**config.mk**
```make
export PLATFORM = sky130hd
export DESIGN_NAME = fpu_regs_exc
export DESIGN_NICKNAME = d
export VERILOG_FILES = /design/src/design/fpu_exc_pkg.sv /design/src/design/fpu_regs_exc.sv
export SDC_FILE = /design/constraint.sdc
export NUM_CORES = 2
export LEC_CHECK = 0
export BUFFER_PORTS_ARGS = -buffer_cell sky130_fd_sc_hd__buf_4
export CORE_MARGIN = 2
export CORE_UTILIZATION = 40
export CTS_BUF_LIST = sky130_fd_sc_hd__clkbuf_2
export DETAILED_ROUTE_END_ITERATION = 8
export PLACE_DENSITY = 0.56
export SYNTH_ARGS = -nofsm -noshare
export SYNTH_HDL_FRONTEND = slang
export SYNTH_SLANG_ARGS = --single-unit
```
**constraint.sdc**
```tcl
create_clock -name sys_clk -period 9.9 [get_ports sys_clk]
set_clock_uncertainty 0.2 [all_clocks]
set_input_delay 1.98 -clock sys_clk [delete_from_list [all_inputs] [get_ports sys_clk]]
set_output_delay 1.98 -clock sys_clk [all_outputs]
set_load 0.02 [all_outputs]
```
**src/design/fpu_exc_pkg.sv**
```systemverilog
// constants for the floating-point register file and control/status unit
package fpu_exc_pkg;
  localparam int          NUM_PHYS    = 32;
  localparam int          REG_BITS    = 64;
  localparam int          HALF_BITS   = 32;
  localparam logic [4:0]  CSR_SLOT    = 5'h1F;  // control slot of the control/status word
  localparam logic [31:0] CSR_RESET   = 32'h0000_0000;
  localparam logic [31:0] CSR_WR_MASK = 32'h0183_FFFF;  // writable bits, others read zero
  localparam int          FS_BIT      = 24;
  localparam int          COND_BIT    = 23;
  localparam int          NO_HW_SUPPORT_BIT   = 17;
  localparam int          CAUSE_LSB   = 12;
  localparam int          ENABLE_LSB  = 7;
  localparam int          FLAG_LSB    = 2;
  localparam int          RND_LSB     = 0;
  localparam int          EXC_W       = 5;
  localparam logic [1:0]  RND_NEAREST = 2'h0;
  localparam logic [1:0]  RND_ZERO    = 2'h1;
  localparam logic [1:0]  RND_PLUS    = 2'h2;
  localparam logic [1:0]  RND_MINUS   = 2'h3;
  localparam int          EXC_INVALID = 4;
  localparam int          EXC_DIVZERO = 3;
  localparam int          EXC_OVERFL  = 2;
  localparam int          EXC_UNDERFL = 1;
  localparam int          EXC_INEXACT = 0;
  // exception code presented to the integer core's cause register (arbitrary value)
  localparam logic [4:0]  FP_EXC_CODE = 5'h0F;
  typedef enum logic [1:0] {
    TRAP_IDLE = 2'b01,
    TRAP_HELD = 2'b10
  } trap_state_e;
endpackage

```
**src/design/fpu_regs_exc.sv**
```systemverilog
// floating-point register file, control/status word and exception signalling
`timescale 1ns/1ns
`default_nettype none
module fpu_regs_exc
  import fpu_exc_pkg::*;
#(
  parameter int PHYS_REGS = NUM_PHYS
)(
  input  wire logic        sys_clk,
  input  wire logic        rst,
  input  wire logic        clkEn,
  input  wire logic        regWidthSelect,
  input  wire logic        rfWrEn,
  input  wire logic [4:0]  rfWrAddr,
  input  wire logic        rfWrDouble,
  input  wire logic [63:0] rfWrData,
  input  wire logic        rfRdEn,
  input  wire logic [4:0]  rfRdAddr,
  input  wire logic        rfRdDouble,
  output logic      [63:0] rfRdData,
  output logic             rfAddrFault,
  input  wire logic        ctlWrEn,
  input  wire logic        ctlRdEn,
  input  wire logic [4:0]  ctlAddr,
  input  wire logic [31:0] ctlWrData,
  output logic      [31:0] ctlRdData,
  input  wire logic        opDone,
  input  wire logic [4:0]  opExc,
  input  wire logic        opUnsupported,
  input  wire logic        opDenormIn,
  input  wire logic        opDenormOut,
  input  wire logic        opSnan,
  input  wire logic        opCvtOverflow,
  input  wire logic        opIsCompare,
  input  wire logic        opCmpTrue,
  input  wire logic [31:0] opPc,
  input  wire logic        opInDelaySlot,
  input  wire logic [31:0] opBranchPc,
  input  wire logic        excAck,
  output logic             excReq,
  output logic      [4:0]  fp_exc_code,
  output logic      [31:0] excEpc,
  output logic             branch_delay_flag,
  output logic             commitBlock,
  output logic             flushZero,
  output logic      [1:0]  round_select,
  output logic             condOut,
  output logic             flush_denorm
);

  // elaboration check: array and 5-bit addresses serve exactly 32 registers
  if (PHYS_REGS != NUM_PHYS)
  begin : g_badRegCount
    $error("fpu_regs_exc: register count must be 32");
  end

  // ----------------------------------------------------------------
  // register file
  // ----------------------------------------------------------------
  // physical register array
  logic [REG_BITS-1:0] physFpReg [NUM_PHYS];
  logic [63:0]         rdData_d;
  logic                addrFault_d;

  // pair partner of an even address in the narrow view
  function automatic logic [4:0] pairOf(input logic [4:0] a);
    pairOf = {a[4:1], 1'b1};
  endfunction

  // odd addresses refused for doubles in narrow view
  wire wrFault = !regWidthSelect && rfWrDouble && rfWrAddr[0];
  wire rdFault = !regWidthSelect && rfRdDouble && rfRdAddr[0];
  wire wrOk    = rfWrEn && !wrFault && !commitBlock;

  // narrow view reads only the low half of one register for singles
  // wide view reads the whole register for doubles, only the low half for singles
  // narrow doubles built from an even/odd pair
  // wide view addresses every register on its own
  always_comb
  begin
    if (!regWidthSelect && rfRdDouble)
      rdData_d = {physFpReg[pairOf(rfRdAddr)][HALF_BITS-1:0],
                  physFpReg[rfRdAddr][HALF_BITS-1:0]};
    else if (!regWidthSelect || !rfRdDouble)
      rdData_d = {32'h0000_0000, physFpReg[rfRdAddr][HALF_BITS-1:0]};
    else
      rdData_d = physFpReg[rfRdAddr];
    addrFault_d = (rfRdEn && rdFault) || (rfWrEn && wrFault);
  end

  // register writes, blocked while a trap holds the pipeline
  always_ff @(posedge sys_clk)
  begin
    if (clkEn && wrOk)
    begin
      physFpReg[rfWrAddr][HALF_BITS-1:0] <= rfWrData[HALF_BITS-1:0];
      if (rfWrDouble && !regWidthSelect)
        physFpReg[pairOf(rfWrAddr)][HALF_BITS-1:0] <= rfWrData[63:32];
      else if (rfWrDouble)
        physFpReg[rfWrAddr][63:32] <= rfWrData[63:32];
    end
  end

  // read port and fault output
  always_ff @(posedge sys_clk)
  begin
    if (rst)
    begin
      rfRdData    <= 64'h0000_0000_0000_0000;
      rfAddrFault <= 1'b0;
    end
    else if (clkEn)
    begin
      if (rfRdEn && !rdFault)
        rfRdData <= rdData_d;
      rfAddrFault <= addrFault_d;
    end
  end

  // ----------------------------------------------------------------
  // control/status word
  // ----------------------------------------------------------------
  logic [31:0] csr_q;
  logic [31:0] csr_d;
  logic [4:0]  cause_d;
  logic        no_hw_support_d;

  wire [4:0] enables  = csr_q[ENABLE_LSB +: EXC_W];
  wire       fsBit    = csr_q[FS_BIT];
  wire       csrWrite = ctlWrEn && (ctlAddr == CSR_SLOT);
  wire       opTake   = opDone && !commitBlock;

  // denormal result with flush set becomes zero
  wire flushHit = opTake && fsBit && opDenormOut && !opDenormIn;
  // denormal inputs, or outputs without flush
  wire denormTrap = opDenormIn || (opDenormOut && !fsBit);
  // invalid or signalling NaN with invalid disabled
  wire invTrap = (opExc[EXC_INVALID] || opSnan) && !enables[EXC_INVALID];
  assign no_hw_support_d = opUnsupported || denormTrap || invTrap || opCvtOverflow;
  assign cause_d = opExc | {opSnan, 4'h0};

  // enabled cause or unimplemented raises a trap
  wire trapNow = opTake && (no_hw_support_d || |(cause_d & enables));

  // next control/status value; hardware sets win over software clears
  always_comb
  begin
    csr_d = csr_q;
    if (csrWrite)
      csr_d = ctlWrData & CSR_WR_MASK;
    if (opTake)
    begin
      // cause replaced by this instruction's result
      csr_d[CAUSE_LSB +: EXC_W] = cause_d;
      csr_d[NO_HW_SUPPORT_BIT]          = no_hw_support_d;
      csr_d[FLAG_LSB +: EXC_W]  = csr_d[FLAG_LSB +: EXC_W] | cause_d;
      // only compares and control/status writes change the condition bit
      if (opIsCompare)
        csr_d[COND_BIT] = opCmpTrue;
    end
  end

  // five-bit cause, enable, flag fields held here
  always_ff @(posedge sys_clk)
  begin
    if (rst)
      csr_q <= CSR_RESET;
    else if (clkEn)
      csr_q <= csr_d;
  end

  // only the status slot answers, other slots read zero
  wire [31:0] ctlRd_d = (ctlAddr == CSR_SLOT) ? csr_q : 32'h0000_0000;

  // control read port and mode outputs
  always_ff @(posedge sys_clk)
  begin
    if (rst)
    begin
      ctlRdData    <= 32'h0000_0000;
      round_select <= RND_NEAREST;
      condOut      <= 1'b0;
      flush_denorm <= 1'b0;
      flushZero    <= 1'b0;
    end
    else if (clkEn)
    begin
      if (ctlRdEn)
        ctlRdData <= ctlRd_d;
      round_select <= csr_d[RND_LSB +: 2];
      condOut      <= csr_d[COND_BIT];
      flush_denorm <= csr_d[FS_BIT];
      flushZero    <= flushHit;
    end
  end

  // ----------------------------------------------------------------
  // trap reporting to the integer core
  // ----------------------------------------------------------------
  trap_state_e trapState_q;
  trap_state_e trapState_d;

  // trap held until the core takes it, not maskable
  always_comb
  begin
    case (trapState_q)
      TRAP_IDLE: trapState_d = trapNow ? TRAP_HELD : TRAP_IDLE;
      TRAP_HELD: trapState_d = excAck ? TRAP_IDLE : TRAP_HELD;
      default:   trapState_d = TRAP_IDLE;
    endcase
  end

  // restart point is the branch when in a delay slot
  wire [31:0] epc_d = opInDelaySlot ? opBranchPc : opPc;

  // trap outputs, captured at the faulting instruction
  always_ff @(posedge sys_clk)
  begin
    if (rst)
    begin
      trapState_q       <= TRAP_IDLE;
      excReq            <= 1'b0;
      commitBlock       <= 1'b0;
      fp_exc_code       <= 5'h00;
      excEpc            <= 32'h0000_0000;
      branch_delay_flag <= 1'b0;
    end
    else if (clkEn)
    begin
      trapState_q <= trapState_d;
      excReq      <= (trapState_d == TRAP_HELD);
      commitBlock <= (trapState_d == TRAP_HELD);
      if (trapNow && trapState_q == TRAP_IDLE)
      begin
        fp_exc_code       <= FP_EXC_CODE;
        excEpc            <= epc_d;
        branch_delay_flag <= opInDelaySlot;
      end
    end
  end
endmodule
`default_nettype wire

```
==> run_results.csv <==
group,metric,value,unit
clocking,cts_buffers,579,
synthesis,synth_cells,4784,
floorplanning,dieArea,233000,um2
sta,tightest_slew,1320,ps
placed_design,port_buffers,316,
clocking,cts-root-buf,"clkbuf_2",
critical_path,end_kind,"primary output",
sta,worst_slack,4740,ps
critical_path,critPathKind,"reg -> out",
drt,drc,0,
clocking,tritoncts,"built",
placed_design,placed_cell_area,97600,um2
sta,hold_viol,0,
clocking,clk_pin_slew,90,ps
finish,mostFrequentLayoutCell,"edfxtp_1",
floorplanning,die_width,483,um
finish,stdcell_area,103000,um2
finish,fill_cells,19800,
sta,fin_setup_tns,0,ps
power,finalPower,17.7,mW
critical_path,max_stage_delay,800,ps
global_route,track_usage,24.8,%
critical_path,start_kind,"flip-flop",
drt,vias,52000,
global_route,grt_start_max_net_pins,116,
floorplanning,core_area,227000,um2
status,outcome,"completed",
placed_design,hpwlAfterDp,167000,um
clocking,cts_num_sinks,2191,
finish,final_cell_mix,"edfxtp_1 (2048), clkbuf_2 (868), mux2_2 (524), mux4_2 (518), buf_4 (452)",
floorplanning,row_count,175,
global_route,grt_overflow,0,
floorplanning,floorplan.initialDensity,40.3,%
critical_path,crit_family,"flip-flops",
critical_path,worstPathMaxFanout,6,
sta,finalMaxSlewViolations,0,
min_path,hp-class,"reg -> reg",
clocking,clock_latency,1910,ps
critical_path,cp_num_buf_inv,1,
sta,finalSetupViolations,0,
synthesis,synth_edf_count,2048,
finish,nets,5684,
drt,drtPass1Iterations,5,
synthesis,yosys_register_bits,2191,
sta,maxSlewHeadroom,12.0,%
placed_design,post-place-ws,4070,ps
finish,multi_input_area,25900,um2
critical_path,cp_cell_sequence,"buf_4",
synthesis,synth_cell_types,75,
job,drv_cap,0,
global_route,grt_pass1_wl,402000,um
drt,post_drt_wl_per_cell,32.9,um
sta,fmax,194,MHz
finish,drive_gt1_share,42.6,%
clocking,htree_levels,6,
critical_path,cp.required,7720,ps
synthesis,syn_area_per_cell,19.1,um2
floorplanning,chipHeight,483,um
critical_path,r2r_slack,5880,ps
finish,area_growth,12.2,%
global_route,grt_pass1_vias,52500,
critical_path,critPathSlowestCell,"dfxtp_1",
drt,drtAntennaViolNets,0,
synthesis,synth_async_sr_flop_share,0,%
drt,routed_via_density,5.87,
sta,period_minus_slack,5160,ps
power,ir_drop,0.118,mV
finish,ff_latch_area,64400,um2
drt,first_iter_violations,5219,
sta,period_share,52.1,%
floorplanning,num_io_pins,342,
finish,post-route-util,45.2,%
critical_path,arrival,2980,ps
global_route,antenna_found_initial,15,
placed_design,place.gp.congestion,0.830,
power,power_density,172,nW/um2
clocking,clockBufferDepth,4,
synthesis,ys.flop_type,"edfxtp_1",
power,leakage,34.5,nW
synthesis,syn-cell-area,91600,um2
sta,rsz0062_at_grt,"false",
drt,wirelength,292000,um
synthesis,yosys_warnings,0,
synthesis,synth_seq_area_share,70.3,%
==> worst register-to-register path, delay by kind of cell (launching register included) <==
family | cells | cell delay [ps]
and+or+nand+nor | 4 | 2050
DFF | 1 | 560
buffers and inverters | 1 | 420
muxes | 1 | 430
==> final cells by class <==
cell class | instances | share of cell area, %
tap | 3009 | 3.66
clock buffer | 868 | 4.22
sequential | 2191 | 62.6
timing repair buffer | 488 | 3.71
multi-input combinational | 2205 | 25.2
antenna | 3 | 0.00730
inverter | 17 | 0.0669
clock inverter | 88 | 0.579
==> cells by family after synthesis <==
kind of cell	Yosys count	share of synthesized area, %
buf+inv	400	2.22
xor+xnor	1	0.00956
flops	2191	70.3
fa+ha+maj	2	0.0273
compound gates	431	3.30
mux	1280	21.8
other cells	1	0.00409
simple gates	478	2.40
==> state kept, by name, indices dropped and copies added, names as in the netlist <==
| signal | cells |
|---|---|
| physFpReg | 2048 |
| rfRdData | 64 |
| excEpc | 32 |
| csr_q | 20 |
| ctlRdData | 20 |
| trapState_q | 2 |
| branch_delay_flag | 1 |
| commitBlock | 1 |
| flushZero | 1 |
| fp_exc_code | 1 |
| rfAddrFault | 1 |
==> path summary, 6_finish.rpt <==
kind | end | from | depth (start not counted)
min | rfRdData[19] | rfRdData[19] | 2
min reg2reg | rfRdData[19] | rfRdData[19] | 2
max | commitBlock | commitBlock | 1
max reg2reg | physFpReg[3][4] | commitBlock | 6
==> cell usage after synthesis, types with 9 or more instances <==
library cell / instances / area, um2
buf_2: 119 / 596
nor3_1: 35 / 175
edfxtp_1: 2048 / 61500
nor2b_1: 12 / 75.1
a221oi_1: 9 / 78.8
o21ai_0: 45 / 225
a211o_1: 9 / 78.8
o22ai_1: 71 / 444
mux4_2: 518 / 11700
and3_1: 12 / 75.1
a21oi_1: 63 / 315
a22o_1: 11 / 96.3
clkbuf_1: 156 / 586
buf_4: 69 / 518
nand2b_1: 12 / 75.1
mux2i_1: 235 / 2350
dfxtp_1: 143 / 2860
buf_1: 24 / 90.1
a211oi_1: 40 / 300
nor2_1: 205 / 769
a22oi_1: 61 / 458
o221ai_1: 33 / 289
nand2_1: 116 / 435
mux2_2: 524 / 5900
a31oi_1: 16 / 100
inv_1: 13 / 48.8
o211ai_1: 11 / 82.6
nand3_1: 34 / 170
buf_6: 12 / 135
==> metal layers <==
metal	up-vias	routed length (um)	global-route usage, %
li1	21400	-	-
met1	27600	117000	32.7
met2	2525	141000	40.1
met3	475	23500	5.41
met4	12	9650	9.42
met5	-	78	0
==> stage by stage <==
stage          cells  hold WS, ps
6_report        8869          264
5_1_grt         8868          135
4_1_cts         8866         2.61
3_5_place_dp    7883          252
3_3_place_gp    7883          254
2_1_floorplan   4796          253
==> power by group <==
group          total, mW  internal [mW]  switching, mW
sequential          10.2           10.2         0.0414
clock               6.23           2.54           3.69
combinational       1.25          0.483          0.767
total               17.7           13.2           4.50
==> what timing repair did <==
item,4_1_cts,5_1_grt
hold buffers,27,0
buffers inserted,0,0
resized for setup,0,0
hold endpoints to repair,28,0
No activity file was read; power rests on OpenSTA's default activity.
